<file path="src/hdl/ccpt_pkg.sv">
// Purpose: shared constants and types
// Assumes: 32-bit Avalon data, one register a word
// Notes:   offsets, fields and reset values
package ccpt_pkg;
	// ------------
	// register byte offsets
	// ------------
	localparam logic [4:0] OFS_T2_CONTROL = 5'h00; // timer2_control
	localparam logic [4:0] OFS_T2_PERIOD  = 5'h04; // timer2_period
	localparam logic [4:0] OFS_T2_COUNT   = 5'h08; // timer2_count
	localparam logic [4:0] OFS_CC_CONTROL = 5'h0C; // capture_compare_control
	localparam logic [4:0] OFS_VAL_LOW    = 5'h10; // unit_value_low
	localparam logic [4:0] OFS_VAL_HIGH   = 5'h14; // unit_value_high
	localparam logic [4:0] OFS_IRQ_FLAGS  = 5'h18; // peripheral_irq_flags
	localparam logic [4:0] OFS_IRQ_ENA    = 5'h1C; // peripheral_irq_enables
	// ------------
	// fields and reset values
	// ------------
	localparam int         POST_LSB       = 3;        // post divide select lsb
	localparam int         RUN_BIT        = 2;        // period timer run bit
	localparam int         DUTY_LSB       = 4;        // duty low bits lsb
	localparam int         FLAG_UNIT      = 2;        // unit event flag position
	localparam int         FLAG_PERIOD    = 1;        // period match flag position
	localparam logic [7:0] T2CTL_MASK     = 8'h7F;    // top bit unimplemented
	localparam logic [7:0] CCCTL_MASK     = 8'h3F;    // top two bits unimplemented
	localparam logic [7:0] FLAG_MASK      = 8'h06;    // implemented flag bits
	localparam logic [7:0] PERIOD_RST     = 8'hFF;
	localparam logic [7:0] COUNT_RST      = 8'h00;
	localparam logic [7:0] CTL_RST        = 8'h00;
	localparam logic [3:0] EDGE_DIV4      = 4'h3;     // last count of /4
	localparam logic [3:0] EDGE_DIV16     = 4'hF;     // last count of /16
	localparam logic [3:0] PRE_DIV4       = 4'h3;
	localparam logic [3:0] PRE_DIV16      = 4'hF;
	// ------------
	// unit mode codes
	// ------------
	localparam logic [3:0] MODE_OFF       = 4'h0;
	localparam logic [3:0] MODE_TOGGLE    = 4'h2;
	localparam logic [3:0] MODE_CAP_FALL  = 4'h4;
	localparam logic [3:0] MODE_CAP_RISE  = 4'h5;
	localparam logic [3:0] MODE_CAP_R4    = 4'h6;
	localparam logic [3:0] MODE_CAP_R16   = 4'h7;
	localparam logic [3:0] MODE_SET       = 4'h8;
	localparam logic [3:0] MODE_CLEAR     = 4'h9;
	localparam logic [3:0] MODE_SOFT      = 4'hA;
	localparam logic [3:0] MODE_SPECIAL   = 4'hB;

	// avalon request bundle
	typedef struct packed {
		logic [4:0]  address;
		logic        read;
		logic        write;
		logic [31:0] writedata;
	} ccpt_req_t;
endpackage : ccpt_pkg

</file>
<file path="src/hdl/ccpt_period_timer.sv">
// Purpose: eight-bit period timer
// Assumes: one clock, sync reset
// Notes:   one pulse per postscaled match
`timescale 1ns/1ps
`default_nettype none
module ccpt_period_timer (
	input  wire logic       clk,
	input  wire logic       rst_b,
	input  wire logic [7:0] control,     // timer control value
	input  wire logic [7:0] period,      // period limit
	input  wire logic       count_wr,    // software writes the count
	input  wire logic [7:0] count_wdata, // value written to the count
	input  wire logic       control_wr,  // software writes the control
	output logic      [7:0] count,       // current count
	output logic            match_tick,  // postscaled match pulse
	output logic            wave_tick    // raw count increment strobe
);
	import ccpt_pkg::*;

	logic [3:0] pre_q;   // prescale counter
	logic [3:0] post_q;  // postscale counter
	logic [3:0] pre_end; // last prescale count
	logic       inc;     // count advances this cycle
	logic       hit;     // count equals period at increment

	// prescale terminal: /1, /4, /16 when upper bit set
	always_comb begin
		if (control[1])
			pre_end = PRE_DIV16;
		else if (control[0])
			pre_end = PRE_DIV4;
		else
			pre_end = 4'h0;
	end

	assign inc       = control[RUN_BIT] && (pre_q == pre_end);
	assign hit       = inc && (count == period);
	assign wave_tick = inc;

	// prescale counter, cleared by count or control writes
	always_ff @(posedge clk) begin
		if (!rst_b || count_wr || control_wr)
			pre_q <= 4'h0;
		else if (control[RUN_BIT])
			pre_q <= (pre_q == pre_end) ? 4'h0 : pre_q + 4'h1;
	end

	// count register: wraps to zero on the increment after a match
	always_ff @(posedge clk) begin
		if (!rst_b)
			count <= COUNT_RST;
		else if (count_wr)
			count <= count_wdata;
		else if (hit)
			count <= 8'h00;
		else if (inc)
			count <= count + 8'h01;
	end

	// postscaler divides matches by select plus one
	always_ff @(posedge clk) begin
		if (!rst_b || count_wr || control_wr) begin
			post_q     <= 4'h0;
			match_tick <= 1'b0;
		end else begin
			match_tick <= 1'b0;
			if (hit) begin
				if (post_q == control[POST_LSB +: 4]) begin
					post_q     <= 4'h0;
					match_tick <= 1'b1;
				end else
					post_q <= post_q + 4'h1;
			end
		end
	end
endmodule : ccpt_period_timer
`default_nettype wire

</file>
<file path="src/hdl/ccpt_edge_sync.sv">
// Purpose: pin synchroniser and edge detector
// Assumes: pin changes at any time
// Notes:   first stage read only by second
`timescale 1ns/1ps
`default_nettype none
module ccpt_edge_sync (
	input  wire logic clk,
	input  wire logic rst_b,
	input  wire logic pin,   // raw pin level
	output logic      rise,  // one-cycle rising edge pulse
	output logic      fall   // one-cycle falling edge pulse
);
	logic meta_q; // first stage
	logic sync_q; // second stage
	logic last_q; // previous synchronised level

	// synchronise then compare against the previous level
	always_ff @(posedge clk) begin
		if (!rst_b) begin
			meta_q <= 1'b0;
			sync_q <= 1'b0;
			last_q <= 1'b0;
		end else begin
			meta_q <= pin;
			sync_q <= meta_q;
			last_q <= sync_q;
		end
	end

	assign rise = sync_q && !last_q;
	assign fall = !sync_q && last_q;
endmodule : ccpt_edge_sync
`default_nettype wire

</file>
<file path="src/hdl/ccpt_top.sv">
// Purpose: capture/compare/waveform unit with period timer
// Assumes: counter from outside; inputs synchronous except the pin, which is synchronised
// Notes:   waitrequest low the cycle after a request
`timescale 1ns/1ps
`default_nettype none
// Behaviour
// postscaler divides matches by select plus one
// run bit starts and halts period timer
// prescaler divides by 1, 4 or 16
// reset: period all ones, count, control zero
// capture/compare use counter, waveform uses timer
// duty low bits used only in waveform
// mode zero switches unit off, resets state
// reserved modes perform no function
// toggle mode inverts pin, sets flag
// set/clear modes drive pin, set flag
// soft mode sets flag, pin unchanged
// special mode resets counter, starts conversion
// upper two mode bits select waveform
// capture on falling, rising, 4th, 16th edges
// capture copies full sixteen-bit count
// capture sets flag; software clears it
// new capture overwrites without overrun
// edge detector watches pin even when driven
// host sets pin input before capture
// timer counts to period, wraps, advances postscaler
// count/control writes clear pre/postscalers
// compare value pair against counter continuously
// edge prescaler cleared outside capture modes
// pin synchronised before edge detection
module ccpt_top (
	input  wire logic                 clk,
	input  wire logic                 rst_b,
	input  wire ccpt_pkg::ccpt_req_t  avs_req,          // avalon request bundle
	output logic                      avs_waitrequest,  // low when answer ready
	output logic               [31:0] avs_readdata,     // read data
	input  wire logic          [15:0] counter_value,    // sixteen-bit counter
	input  wire logic                 unit_pin_in,      // pin level as seen
	input  wire logic                 converter_enable, // converter is enabled
	output logic                      unit_pin_out,     // unit output latch
	output logic                      counter_reset,    // pulse: reset counter
	output logic                      conversion_start, // pulse: start conversion
	output logic                      irq               // enabled flag pending
);
	import ccpt_pkg::*;

	// ------------
	// registers
	// ------------
	logic [7:0] t2_control_q;   // timer control
	logic [7:0] t2_period_q;    // period limit
	logic [7:0] cc_control_q;   // unit control
	logic [7:0] value_low_q;    // value low byte
	logic [7:0] value_high_q;   // value high byte
	logic [7:0] flags_q;        // event flags
	logic [7:0] enables_q;      // event enables
	logic       ack_q;          // answer given this cycle
	logic [3:0] edge_cnt_q;     // capture edge prescale counter
	logic [7:0] wave_dup_q;     // latched duty high bits
	logic [1:0] wave_low_q;     // latched duty low bits
	logic [1:0] wave_frac_q;    // sub-count for ten-bit duty
	logic       match_q;        // previous compare match level

	// ------------
	// derived signals
	// ------------
	logic       req;            // any request pending
	logic       take;           // request accepted at this edge
	logic       wr_t2ctl;       // control write strobe
	logic       wr_count;       // count write strobe
	logic [7:0] count;          // period timer count
	logic       match_tick;     // postscaled match pulse
	logic       wave_tick;      // timer increment pulse
	logic       pin_rise;       // synchronised rising edge
	logic       pin_fall;       // synchronised falling edge
	logic [3:0] mode;           // unit mode select
	logic       capture_mode;   // unit in a capture mode
	logic       compare_mode;   // unit in a compare mode
	logic       wave_mode;      // unit in waveform mode
	logic       cap_event;      // selected capture event
	logic       cmp_event;      // rising edge of compare match
	logic       unit_set;       // unit flag set this cycle
	logic       flag_wr;        // flag register written
	logic [9:0] wave_pos;       // ten-bit waveform position
	logic [7:0] rd_mux;         // selected read byte

	// byte write helper
	function automatic logic hit_wr(input ccpt_req_t r, input logic [4:0] ofs);
		hit_wr = r.write && (r.address == ofs);
	endfunction : hit_wr

	assign req          = avs_req.read || avs_req.write;
	assign take         = req && ack_q;
	assign wr_t2ctl     = take && hit_wr(avs_req, OFS_T2_CONTROL);
	assign wr_count     = take && hit_wr(avs_req, OFS_T2_COUNT);
	assign flag_wr      = take && hit_wr(avs_req, OFS_IRQ_FLAGS);
	assign mode         = cc_control_q[3:0];
	assign wave_mode    = (mode[3:2] == 2'b11);
	assign capture_mode = (mode[3:2] == 2'b01);
	assign compare_mode = (mode == MODE_TOGGLE) || (mode[3:2] == 2'b10);

	// ------------
	// sub-blocks
	// ------------
	ccpt_period_timer u_timer (
		.clk         (clk),
		.rst_b       (rst_b),
		.control     (t2_control_q),
		.period      (t2_period_q),
		.count_wr    (wr_count),
		.count_wdata (avs_req.writedata[7:0]),
		.control_wr  (wr_t2ctl),
		.count       (count),
		.match_tick  (match_tick),
		.wave_tick   (wave_tick)
	);

	ccpt_edge_sync u_sync (
		.clk   (clk),
		.rst_b (rst_b),
		.pin   (unit_pin_in),
		.rise  (pin_rise),
		.fall  (pin_fall)
	);

	// ------------
	// bus handshake
	// ------------

	// one wait cycle, then acknowledge for one cycle
	always_ff @(posedge clk) begin
		if (!rst_b)
			ack_q <= 1'b0;
		else
			ack_q <= req && !ack_q;
	end

	// waitrequest high except on the acknowledge cycle
	always_ff @(posedge clk) begin
		if (!rst_b)
			avs_waitrequest <= 1'b1;
		else
			avs_waitrequest <= !(req && !ack_q);
	end

	// read multiplexer; unmapped reads give zero
	always_comb begin
		unique case (avs_req.address)
			OFS_T2_CONTROL: rd_mux = t2_control_q & T2CTL_MASK;
			OFS_T2_PERIOD:  rd_mux = t2_period_q;
			OFS_T2_COUNT:   rd_mux = count;
			OFS_CC_CONTROL: rd_mux = cc_control_q & CCCTL_MASK;
			OFS_VAL_LOW:    rd_mux = value_low_q;
			OFS_VAL_HIGH:   rd_mux = value_high_q;
			OFS_IRQ_FLAGS:  rd_mux = flags_q;
			OFS_IRQ_ENA:    rd_mux = enables_q;
			default:        rd_mux = 8'h00;
		endcase
	end

	// read data registered alongside the acknowledge
	always_ff @(posedge clk) begin
		if (!rst_b)
			avs_readdata <= 32'h0000_0000;
		else if (req && !ack_q && avs_req.read)
			avs_readdata <= {24'h00_0000, rd_mux};
	end

	// ------------
	// software registers
	// ------------

	// timer control and period
	always_ff @(posedge clk) begin
		if (!rst_b) begin
			t2_control_q <= CTL_RST;
			t2_period_q  <= PERIOD_RST;
		end else begin
			if (wr_t2ctl)
				t2_control_q <= avs_req.writedata[7:0] & T2CTL_MASK;
			if (take && hit_wr(avs_req, OFS_T2_PERIOD))
				t2_period_q <= avs_req.writedata[7:0];
		end
	end

	// unit control and enables
	always_ff @(posedge clk) begin
		if (!rst_b) begin
			cc_control_q <= CTL_RST;
			enables_q    <= CTL_RST;
		end else begin
			if (take && hit_wr(avs_req, OFS_CC_CONTROL))
				cc_control_q <= avs_req.writedata[7:0] & CCCTL_MASK;
			if (take && hit_wr(avs_req, OFS_IRQ_ENA))
				enables_q <= avs_req.writedata[7:0] & FLAG_MASK;
		end
	end

	// value pair: capture overwrites, software may write either byte
	always_ff @(posedge clk) begin
		if (!rst_b) begin
			value_low_q  <= 8'h00;
			value_high_q <= 8'h00;
		end else if (cap_event) begin
			value_low_q  <= counter_value[7:0];
			value_high_q <= counter_value[15:8];
		end else begin
			if (take && hit_wr(avs_req, OFS_VAL_LOW))
				value_low_q <= avs_req.writedata[7:0];
			if (take && hit_wr(avs_req, OFS_VAL_HIGH))
				value_high_q <= avs_req.writedata[7:0];
		end
	end

	// ------------
	// capture
	// ------------

	// edge prescale counter for every 4th and 16th rising edge
	always_ff @(posedge clk) begin
		if (!rst_b || !capture_mode)
			edge_cnt_q <= 4'h0;
		else if (pin_rise && (mode == MODE_CAP_R4 || mode == MODE_CAP_R16)) begin
			if ((mode == MODE_CAP_R4 && edge_cnt_q >= EDGE_DIV4) || edge_cnt_q == EDGE_DIV16)
				edge_cnt_q <= 4'h0;
			else
				edge_cnt_q <= edge_cnt_q + 4'h1;
		end
	end

	// selected capture event from mode and edge
	always_comb begin
		unique case (mode)
			MODE_CAP_FALL: cap_event = pin_fall;
			MODE_CAP_RISE: cap_event = pin_rise;
			MODE_CAP_R4:   cap_event = pin_rise && (edge_cnt_q >= EDGE_DIV4);
			MODE_CAP_R16:  cap_event = pin_rise && (edge_cnt_q == EDGE_DIV16);
			default:       cap_event = 1'b0;
		endcase
	end

	// ------------
	// compare
	// ------------

	// match is acted on once as it becomes true
	assign cmp_event = compare_mode && ({value_high_q, value_low_q} == counter_value) && !match_q;

	// previous match level, cleared when unit off
	always_ff @(posedge clk) begin
		if (!rst_b || mode == MODE_OFF)
			match_q <= 1'b0;
		else
			match_q <= compare_mode && ({value_high_q, value_low_q} == counter_value);
	end

	// special event pulses
	always_ff @(posedge clk) begin
		if (!rst_b) begin
			counter_reset    <= 1'b0;
			conversion_start <= 1'b0;
		end else begin
			counter_reset    <= cmp_event && (mode == MODE_SPECIAL);
			conversion_start <= cmp_event && (mode == MODE_SPECIAL) && converter_enable;
		end
	end

	// ------------
	// waveform generation on the period timer
	// ------------

	// duty reloaded at each period wrap; fraction counts sub-steps
	always_ff @(posedge clk) begin
		if (!rst_b || !wave_mode) begin
			wave_dup_q  <= 8'h00;
			wave_low_q  <= 2'b00;
			wave_frac_q <= 2'b00;
		end else begin
			wave_frac_q <= wave_frac_q + 2'b01;
			if (wave_tick && count == t2_period_q) begin
				wave_dup_q  <= value_low_q;
				wave_low_q  <= cc_control_q[DUTY_LSB +: 2];
				wave_frac_q <= 2'b00;
			end
		end
	end

	assign wave_pos = {count, wave_frac_q};

	// output latch per mode
	always_ff @(posedge clk) begin
		if (!rst_b || mode == MODE_OFF)
			unit_pin_out <= 1'b0;
		else if (wave_mode)
			unit_pin_out <= (wave_pos < {wave_dup_q, wave_low_q});
		else if (cmp_event) begin
			unique case (mode)
				MODE_TOGGLE: unit_pin_out <= !unit_pin_out;
				MODE_SET:    unit_pin_out <= 1'b1;
				MODE_CLEAR:  unit_pin_out <= 1'b0;
				default:     unit_pin_out <= unit_pin_out;
			endcase
		end
	end

	// ------------
	// flags and interrupt
	// ------------

	assign unit_set = cap_event || cmp_event;

	// sticky flags: hardware sets, software writes; set wins
	always_ff @(posedge clk) begin
		if (!rst_b)
			flags_q <= 8'h00;
		else begin
			if (flag_wr)
				flags_q <= avs_req.writedata[7:0] & FLAG_MASK;
			if (unit_set)
				flags_q[FLAG_UNIT] <= 1'b1;
			if (match_tick)
				flags_q[FLAG_PERIOD] <= 1'b1;
		end
	end

	// interrupt request from enabled flags
	always_ff @(posedge clk) begin
		if (!rst_b)
			irq <= 1'b0;
		else
			irq <= |(flags_q & enables_q);
	end
endmodule : ccpt_top
`default_nettype wire

</file>
<file path="config.mk">
export PLATFORM = sky130hd
export DESIGN_NAME = ccpt_top
export DESIGN_NICKNAME = d
export VERILOG_FILES = /design/src/hdl/ccpt_pkg.sv /design/src/hdl/ccpt_period_timer.sv /design/src/hdl/ccpt_edge_sync.sv /design/src/hdl/ccpt_top.sv
export SDC_FILE = /design/constraint.sdc
export NUM_CORES = 1
export LEC_CHECK = 0
export BUFFER_PORTS_ARGS = -buffer_cell sky130_fd_sc_hd__buf_2
export CELL_PAD_IN_SITES_DETAIL_PLACEMENT = 1
export CELL_PAD_IN_SITES_GLOBAL_PLACEMENT = 1
export CORE_UTILIZATION = 25
export CTS_BUF_LIST = sky130_fd_sc_hd__clkbuf_8
export CTS_CLUSTER_DIAMETER = 100
export CTS_CLUSTER_SIZE = 28
export DETAILED_ROUTE_END_ITERATION = 7
export PLACE_DENSITY_LB_ADDON = 0.1
export SYNTH_ARGS = -nofsm -noshare
export SYNTH_HDL_FRONTEND = slang
export SYNTH_SLANG_ARGS = --single-unit
export TNS_END_PERCENT = 30
</file>
<file path="constraint.sdc">
create_clock -name clk -period 2.8 [get_ports clk]
set_input_delay 0.56 -clock clk [delete_from_list [all_inputs] [get_ports clk]]
set_output_delay 0.56 -clock clk [all_outputs]
set_load 0.01 [all_outputs]
</file>
==> results of run 1 <==
## stage by stage
stage	power [W]	instance area, um^2	cells	hold slack, ns	setup slack (ns)
finish	0.00248	5600	875	0.356	0.516
global route	0.00259	5600	875	0.353	0.178
CTS	0.00253	5600	875	0.340	0.498
detailed placement	0.00152	5390	859	0.426	0.307
global placement	0.00152	5390	859	0.414	0.303
floorplan	0.00147	5040	589	0.411	0.538
## cells by family after synthesis
| kind of cell | after synthesis | share of synthesized area |
|---|---|---|
| and+or+nand+nor | 199 | 0.201 |
| muxes | 52 | 0.121 |
| other | 1 | 0.000758 |
| AOI/OAI and AO/OA | 106 | 0.139 |
| xor gates and xnor gates | 34 | 0.0602 |
| buffers and inverters | 69 | 0.0733 |
| adders and majority gates | 13 | 0.0329 |
| DFF | 92 | 0.372 |
## layout make-up
type                       count  share of cell area
clock buffer                   9              0.0221
clock inverter                 7              0.0145
inverter                      14             0.00939
multi-input combinational    428               0.506
sequential                    92               0.329
tap                          265              0.0592
timing repair buffer          60              0.0594
## worst max-delay path, delay by kind of cell (launching register included)
family	cells	cell delay, ns
AO/OA/AOI/OAI	1	0.18
flip-flops	1	0.36
AND/OR/NAND/NOR	5	1.69
## routing by layer
layer | vias to the layer above | track usage
met2 | 67 | 0.285
met1 | 2018 | 0.227
met3 | 15 | 0.0188
met5 | - | 0
met4 | 0 | 0.0543
li1 | 2023 | -
## flip-flops by register name (all words and copies together), names as in the netlist, 4 cells and up
| name | cells |
|---|---|
| u_timer.count | 8 |
| t2_control_q | 7 |
| u_timer.post_q | 4 |
| value_low_q | 8 |
| cc_control_q | 6 |
| avs_readdata | 8 |
| u_timer.pre_q | 4 |
| wave_dup_q | 8 |
| t2_period_q | 8 |
| edge_cnt_q | 4 |
| value_high_q | 8 |
## worst paths after layout
| check | from | slack, ns | endpoint | depth (start not counted) |
|---|---|---|---|---|
| min | converter_enable | 0.36 | conversion_start$_SDFF_PN0_ | 2 |
| max | u_timer.pre_q[2]$_SDFFE_PP0P_ | 0.52 | u_timer.count[4]$_SDFFE_PN0P_ | 6 |
| min reg2reg | u_sync.meta_q$_SDFF_PN0_ | 0.45 | u_sync.sync_q$_SDFF_PN0_ | 1 |
| max reg2reg | u_timer.pre_q[2]$_SDFFE_PP0P_ | 0.52 | u_timer.count[4]$_SDFFE_PN0P_ | 6 |
## power breakdown
group	total, W	switching, W	internal [W]	leakage (nW)
combinational	0.000167	0.000114	0.0000535	1.36
sequential	0.00132	0.00000785	0.00131	0.742
clock	0.000994	0.000563	0.000431	0.107
total	0.00248	0.000685	0.00180	2.21
## cells in the final DEF (no fill, tap or decap), types with 5 or more instances in the layout
| master | netlist | final |
|---|---|---|
| conb_1 | 1 | 24 |
| a31oi_1 | 5 | 5 |
| and3_1 | 5 | 5 |
| nor3_1 | 12 | 12 |
| a21oi_1 | 31 | 31 |
| dfxtp_1 | 92 | 92 |
| or3_1 | 5 | 5 |
| clkbuf_8 | 0 | 9 |
| ha_1 | 13 | 13 |
| and2_1 | 10 | 10 |
| nand3_1 | 5 | 5 |
| o21ai_0 | 26 | 26 |
| nand2_1 | 28 | 28 |
| inv_1 | 14 | 14 |
| a222oi_1 | 5 | 5 |
| nor4_1 | 7 | 7 |
| xnor2_1 | 11 | 11 |
| nand4_1 | 8 | 8 |
| mux4_2 | 6 | 6 |
| mux2i_1 | 44 | 44 |
| nor2b_1 | 11 | 11 |
| nor2_1 | 82 | 82 |
| a22oi_1 | 5 | 5 |
| buf_2 | 2 | 47 |
| xor2_1 | 23 | 23 |
| a211oi_1 | 16 | 16 |
| buf_4 | 25 | 13 |
==> reports/metrics.yaml, run 1 <==
status: "finished, final reports clean"
synthFlopType: "dfxtp_1"
insertion_delay_ns: 0.39
synth_common_cells: "dfxtp_1 (92), nor2_1 (82), mux2i_1 (44)"
area_growth_pct: 13.1
yosys.area.top_type: "dfxtp_1"
cap_viol_max_count: 0
grt_pass1_vias: 4212
fp.dieArea_um2: 20400
critPathArrivalTime_ns: 2.61
drcViolationCount: 0
synth-edff-count: 0
clock_path_buffers: 2
drive_gt1_frac: 0.159
wl_um: 16300
antenna_found_initial: 0
routedLengthMet1_um: 7870
clkSlewWorstSetupHoldPaths_ns: 0.11
endpoint_kind: "flop"
dp_hpwl_um: 12300
yosys_warnings: 0
synth-seq-cells: 92
maxSlewViolCount: 0
cts_tree: "done"
coreArea_um2: 19500
wl_per_cell_um: 18.6
fin_util: 0.288
cts_hold_buf: 0
dr_wl_met3_um: 483
seqCellArea_um2: 1840
yosys.cell_types.count: 61
startpoint_type: "flop"
via_per_inst: 4.71
synth_area_um2: 4950
cpMaxStageDelayCell: "or4b_4"
fmax_ghz: 0.438
setup_viol: 0
start_util: 0.254
die_w_um: 143
nets: 677
rsz0062_at_grt: "false"
p_per_area_nw_per_um2: 444
post-route-period-util: 0.816
drt_first_pass_iters: 4
setup_tns_ns: 0
row_count: 51
num_antenna_cells: 0
htreeDepth: 3
cpPeakStageDelay_ns: 0.54
grt_pass1_wl_um: 25300
synth_area_leaders: "dfxtp_1 (37%), mux2i_1 (8.9%), nor2_1 (6.2%), xor2_1 (4.1%), buf_4 (3.8%)"
required_ns: 3.12
maxSlewHeadroom: 0.579
vias: 4123
ys_seq_area_frac: 0.372
synthCells: 566
synth.most_common_cell: "dfxtp_1"
die_y_um: 143
min_period_ns: 2.28
vdd.ir_drop.worst_mv: 0.174
synthDominantCellAreaShare: 0.372
cts-resized-gates: 0
grt.overflow.total: 0
pin_count: 96
cts_buffers: 9
fin_skew_ns: 0.0145
port-buffer-count: 47
postCtsSetupBuffers: 0
path_max_fanout: 7
path_cells: "or3_1, or4b_4, and2_0, nor2_2, nand3b_1, a31oi_1"
grt_max_degree: 34
p_leak_nw: 2.21
gp_congestion: 0.761
multi_input_area_um2: 2840
root_buffer: "clkbuf_8"
crit_type: "flop to flop"
min_path_type: "primary input to flop"
wl_met2_um: 7700
ant_nets: 0
grt_usage: 0.170
postSynthAreaPerCell_um2: 8.75
async_flop_share: 0
tightest_slew_ns: 0.630
drt_iter0_drc: 207
highest-signal-layer: "met4"
timing.final.hold_violations: 0
nFillCells: 2309
numClockSinks: 92
Note: power is estimated with default switching activity, not from simulation.
==> inputs of run 2 (changes only) <==
Settings changed: ABC_AREA set to 1.
Clock period 2.8 ns to 2.23 ns, I/O delays scaled along.
==> run 2 against run 1 <==
Against the previous run:
- hold slack lost 0.10 ns
- maximum frequency rose by 19%
- cell area up 7.3%
- register-to-register slack got worse by 0.20 ns
- total power up 26%
- utilization rose by 0.63 points
- clock skew down 0.0020 ns
- via count increased by 23%
- clock power increased by 24%
- combinational power grew 44%
- sequential share of layout area down 2.2 points
- synthesized cell count increased by 34%
- critical path type unchanged
==> reports/metrics.yaml, run 2 <==
synth-seq-cells: 92  # unchanged
post-route-period-util: 0.860  # +0.0441
async_flop_share: 0  # unchanged
pin_count: 96  # unchanged
rsz0062_at_grt: "false"
row_count: 52  # +2.0%
maxSlewHeadroom: 0.585  # +0.00651
wl_per_cell_um: 16.8  # -9.9%
nets: 890  # +31%
synth_area_leaders: "dfxtp_1 (35%), nand2_1 (14%), inv_1 (6.5%), nor2_1 (5.0%), a21oi_1 (4.3%)"
vdd.ir_drop.worst_mv: 0.232  # +33%
p_per_area_nw_per_um2: 522  # +18%
clkSlewWorstSetupHoldPaths_ns: 0.10  # about the same
r2r_setup_slack_ns: 0.31  # -0.20 ns
dp_hpwl_um: 14600  # +19%
synth_area_um2: 5240  # +5.9%
vias: 5083  # +23%
ys_seq_area_frac: 0.351  # -0.0209
cts_tree: "done"
drt_first_pass_iters: 4  # unchanged
die_y_um: 147  # +2.9%
drive_gt1_frac: 0.153  # -0.00592
numClockSinks: 92  # unchanged
status: "finished, final reports clean"
path_max_fanout: 20  # +13
synth-edff-count: 0  # unchanged
grt_usage: 0.175  # +0.00486
cts_buffers: 9  # unchanged
fp.dieArea_um2: 21600  # +5.9%
cts_hold_buf: 0  # unchanged
startpoint_type: "flop"
grt_pass1_vias: 5247  # +25%
synthFlopType: "dfxtp_1"
tightest_slew_ns: 0.621  # -0.00939 ns
cpPeakStageDelay_ns: 0.39  # -0.15 ns
synth_common_cells: "nand2_1 (193), dfxtp_1 (92), inv_1 (91)"
wl_um: 18300  # +13%
p_leak_nw: 2.52  # +14%
reg2reg_to: "value_high_q[2]$_SDFFE_PN0P_"
worst-path-buf-inv: 1  # +1
yosys.area.top_type: "dfxtp_1"
ant_nets: 0  # unchanged
area_growth_pct: 14.5
path_cells: "ha_1, nand2_1, inv_1, nand2_1, nand3_1, nand3_2, nand3_4, nor2_2, nand2_1, a31oi_1"
setup_viol: 0  # unchanged
yosys_warnings: 0  # unchanged
cap_viol_max_count: 0  # unchanged
gp_congestion: 0.802  # +5.5%
fmax_ghz: 0.521  # +19%
required_ns: 2.54  # -0.58 ns
timing.rr.start: "edge_cnt_q[0]$_SDFFE_PP0P_"
synthCells: 760  # +34%
final_cell_mix: "nand2_1 (193), dfxtp_1 (92), inv_1 (91), nor2_1 (70), buf_2 (47)"
grt_pass1_wl_um: 28500  # +13%
timing.final.hold_violations: 0  # unchanged
nFillCells: 2595  # +12%
min_path_type: "primary input to flop"
die_w_um: 147  # +2.9%
grt_max_degree: 31  # -8.8%
cp_top_family: "simple AND/OR/NAND/NOR gates"
reg2regPathDepth: 10  # +4
drt_iter0_drc: 216  # +4.3%
critPathArrivalTime_ns: 2.23  # -0.38 ns
setup_tns_ns: 0  # unchanged
crit_type: "flop to flop"
layout_commonest_cell: "nand2_1"
holdPathEnd: "u_sync.meta_q$_SDFF_PN0_"
synthDominantCellAreaShare: 0.351  # -0.0209
hold_depth: 3  # +1
antenna_found_initial: 0  # unchanged
cp_common_cell: "nand2_1"
min_period_ns: 1.92  # -0.367 ns
htreeDepth: 3  # unchanged
clock_path_buffers: 2  # unchanged
endpoint_kind: "flop"
postSynthAreaPerCell_um2: 6.90  # -21%
insertion_delay_ns: 0.38  # about the same
num_antenna_cells: 0  # unchanged
post-place-ws_ns: 0.248  # -0.0591 ns
fin_ws_ns: 0.312  # -0.203 ns
cpMaxStageDelayCell: "nor2_2"
coreArea_um2: 20400  # +5.0%
maxSlewViolCount: 0  # unchanged
root_buffer: "clkbuf_8"
synth.most_common_cell: "nand2_1"
via_per_inst: 4.65  # -1.3%
fin_skew_ns: 0.0125  # -0.00199 ns
start_util: 0.257  # +0.00235
yosys.cell_types.count: 40  # -34%
min-delay-start: "unit_pin_in"
grt.overflow.total: 0  # unchanged
port-buffer-count: 47  # unchanged
cts-resized-gates: 0  # unchanged
drcViolationCount: 0  # unchanged
postCtsSetupBuffers: 0  # unchanged
run 2: cell count changes in the layout (fill, tap and decap cells not counted), moves of 20 or more:
cell     previous run  this run
nand2_1            28       193
inv_1              14        91
mux2i_1            44         0
nand3_1             5        27
inv_2               0        20
run 2: worst register-to-register path, cell delays in order (launching register included):
cell and delay (ns):
dfxtp_1 0.35, ha_1 0.22, nand2_1 0.07, inv_1 0.05, nand2_1 0.07, nand3_1 0.08, nand3_2 0.09, nand3_4 0.23
nor2_2 0.40, nand2_1 0.09, a31oi_1 0.19
run 2: layout make-up:
cell class / instances / area, um^2 / area share
clock buffers: 11 / 151 / 0.0252
clock inverters: 5 / 60.1 / 0.0100
inverters: 112 / 420 / 0.0700
multi-input cells: 540 / 2810 / 0.469
flip-flops and latches: 92 / 1840 / 0.307
well taps: 270 / 338 / 0.0563
repair buffers: 63 / 380 / 0.0633
run 2: per-stage QoR:
| stage | instances | cell area [um^2] | util | total power, W | hold slack (ns) |
|---|---|---|---|---|---|
| after floorplan | 783 | 5330 | - | 0.00185 | 0.390 |
| after global placement | 1077 | 5790 | 0.284 | 0.00194 | 0.411 |
| after detailed placement | 1077 | 5790 | 0.284 | 0.00194 | 0.406 |
| after CTS | 1093 | 6010 | 0.294 | 0.00320 | 0.236 |
| after global routing | 1093 | 6010 | 0.294 | 0.00328 | 0.276 |
| final | 1093 | 6010 | 0.294 | 0.00313 | 0.255 |
run 2: report_power, final:
part | switching [W] | internal [W] | total [W]
registers | 0.00000666 | 0.00165 | 0.00166
logic | 0.000171 | 0.0000686 | 0.000240
clock network | 0.000653 | 0.000582 | 0.00123
run 2: logic make-up (layout without fill, tap and decap cells):
family / count (synthesis) / after routing / share of synthesized area
AO/OA/AOI/OAI: 132 / 132 / 0.152
XOR/XNOR: 29 / 29 / 0.0484
adder cells (fa/ha/maj): 13 / 13 / 0.0310
buffers and inverters: 151 / 191 / 0.129
flip-flops: 92 / 92 / 0.351
other: 1 / 24 / 0.000715
AND/OR/NAND/NOR: 342 / 342 / 0.288
run 2: worst max path at each step:
| stage | start | end | cells past startpoint |
|---|---|---|---|
| after floorplan | avs_req[36] | value_low_q[7]$_SDFFE_PN0P_ | 6 |
| after global placement | avs_req[34] | value_high_q[2]$_SDFFE_PN0P_ | 9 |
| after detailed placement | avs_req[34] | value_high_q[2]$_SDFFE_PN0P_ | 9 |
| after CTS | edge_cnt_q[0]$_SDFFE_PP0P_ | value_high_q[2]$_SDFFE_PN0P_ | 10 |
| after global routing | edge_cnt_q[0]$_SDFFE_PP0P_ | value_high_q[1]$_SDFFE_PN0P_ | 10 |
| final | edge_cnt_q[0]$_SDFFE_PP0P_ | value_high_q[2]$_SDFFE_PN0P_ | 10 |
run 2: metal layers:
layer	track usage	vias up	part of all wire	routed length [um]
met4	0.0516	0	0.017	308
met2	0.299	86	0.48	8830
met1	0.225	2450	0.47	8600
met5	0	-	0	0
li1	-	2527	-	-
met3	0.0295	20	0.032	582
==> inputs of run 3 (changes only) <==
Clock period 2.23 ns to 1.9 ns, I/O delays scaled along.
==> run 3 against run 2 <==
Against the previous run:
- total power rose by 20%
- sequential power is 17% higher
- non-clock buffer count up 26
- critical path depth did not move
- sequential share of layout area fell by 1.1 points
- die area is the same
- highest routed layer unchanged
==> reports/metrics.yaml, run 3 (synthesis results as in run 2) <==
crit_type: "flop to flop"
wl_per_cell_um: 16.4  # -1.9%
vdd.ir_drop.worst_mv: 0.372  # +61%
drt_iter0_drc: 227  # +5.1%
num_antenna_cells: 0  # unchanged
startpoint_type: "flop"
maxSlewHeadroom: 0.606  # +0.0207
fin_ws_ns: 0.125  # -0.187 ns
post-place-ws_ns: 0.0711  # -0.177 ns
p_leak_nw: 2.67  # +5.9%
pin_count: 96  # unchanged
cts_hold_buf: 0  # unchanged
root_buffer: "clkbuf_8"
insertion_delay_ns: 0.38  # about the same
nets: 917  # +3.0%
port-buffer-count: 47  # unchanged
p_per_area_nw_per_um2: 601  # +15%
nFillCells: 2601  # +0.23%
layout_commonest_cell: "nand2_1"
rsz0062_at_grt: "true"
status: "finished, final reports clean"
required_ns: 2.21  # -0.33 ns
ant_nets: 0  # unchanged
fmax_ghz: 0.563  # +8.0%
tightest_slew_ns: 0.586  # -0.0350 ns
min_path_type: "primary input to flop"
dp_hpwl_um: 14800  # +1.3%
antenna_found_initial: 0  # unchanged
coreArea_um2: 20400  # unchanged
numClockSinks: 92  # unchanged
drt_first_pass_iters: 4  # unchanged
htreeDepth: 3  # unchanged
die_y_um: 147  # unchanged
grt_pass1_vias: 5226  # -0.40%
r2r_setup_slack_ns: 0.12  # -0.19 ns
via_per_inst: 4.58  # -1.5%
cts_buffers: 9  # unchanged
dpl_cell_area_um2: 5980  # +3.2%
post-route-period-util: 0.934  # +0.0744
start_util: 0.257  # unchanged
setup_tns_ns: 0  # unchanged
row_count: 52  # unchanged
path_max_fanout: 7  # -65%
cap_viol_max_count: 0  # unchanged
wl_um: 18400  # +0.55%
timing.final.hold_violations: 0  # unchanged
stdcell_area_um2: 6240  # +3.9%
fin_skew_ns: 0.0189  # +0.00639 ns
final_cell_mix: "nand2_1 (193), inv_1 (92), dfxtp_1 (89), nor2_1 (68), buf_2 (47)"
critPathArrivalTime_ns: 2.09  # -0.14 ns
drcViolationCount: 0  # unchanged
vias: 5129  # +0.90%
fp.dieArea_um2: 21600  # unchanged
clkSlewWorstSetupHoldPaths_ns: 0.10  # about the same
fin_util: 0.305  # +0.0113
endpoint_kind: "flop"
die_w_um: 147  # unchanged
gp_congestion: 0.794  # -1.0%
setup_viol: 0  # unchanged
grt_pass1_wl_um: 28800  # +1.0%
grt_max_degree: 35  # +13%
grt_usage: 0.176  # +0.000810
clock_path_buffers: 2  # unchanged
grt.overflow.total: 0  # unchanged
maxSlewViolCount: 0  # unchanged
area_growth_pct: 18.9
power.total_w: 0.00375  # +20%
min_period_ns: 1.78  # -0.143 ns
drive_gt1_frac: 0.185  # +0.0316
cts_tree: "done"
==> run 3: worst paths after layout <==
path | from | endpoint | cells past startpoint
worst min-delay path | unit_pin_in | u_sync.meta_q$_SDFF_PN0_ | 3
worst min register to register | u_sync.meta_q$_SDFF_PN0_ | u_sync.sync_q$_SDFF_PN0_ | 2
worst max-delay path | edge_cnt_q[0]$_SDFFE_PP0P_ | value_low_q[4]$_SDFFE_PN0P_ | 10
worst max register to register | edge_cnt_q[0]$_SDFFE_PP0P_ | value_low_q[4]$_SDFFE_PN0P_ | 10
==> run 3: area by class of cell <==
| type | count | area [um^2] | share of cell area |
|---|---|---|---|
| Multi-Input combinational cell | 541 | 2840 | 0.456 |
| Sequential cell | 92 | 1850 | 0.296 |
| Timing Repair Buffer | 89 | 576 | 0.0923 |
| Inverter | 112 | 420 | 0.0674 |
| Tap cell | 270 | 338 | 0.0542 |
| Clock buffer | 9 | 124 | 0.0199 |
| Clock inverter | 7 | 92.6 | 0.0148 |
==> run 3: through the flow <==
stage	cells	hold WS, ns
detailed placement	1102	0.413
global route	1120	0.180
global placement	1102	0.406
finish	1120	0.203
floorplan	783	0.390
CTS	1118	0.178
==> run 3: worst max-delay path, stage by stage (launching register included) <==
cell and delay, ns:
dfxtp_1 0.35, ha_1 0.22, nand2_1 0.07, inv_1 0.05, nand2_1 0.07, nand3_1 0.08
nand3_2 0.14, nand3_4 0.17, nor2_1 0.27, nand2_1 0.12, a31oi_1 0.17
==> run 3: timing repair <==
item	in CTS	in global routing
setup buffers	0	1
setup endpoints to repair	0	20
gates resized for setup	0	7
==> run 3: routing by layer <==
layer	vias up	global-route usage	share of wire
met5	-	0	0
met4	0	0.0333	0.0066
met3	10	0.0357	0.038
met2	69	0.304	0.49
met1	2469	0.225	0.46
li1	2581	-	-
==> run 3: power by group <==
group	internal [W]	total, W	switching, W	leakage [nW]
Clock	0.000737	0.00151	0.000771	0.107
Sequential	0.00194	0.00195	0.00000789	0.744
Combinational	0.0000903	0.000294	0.000204	1.82
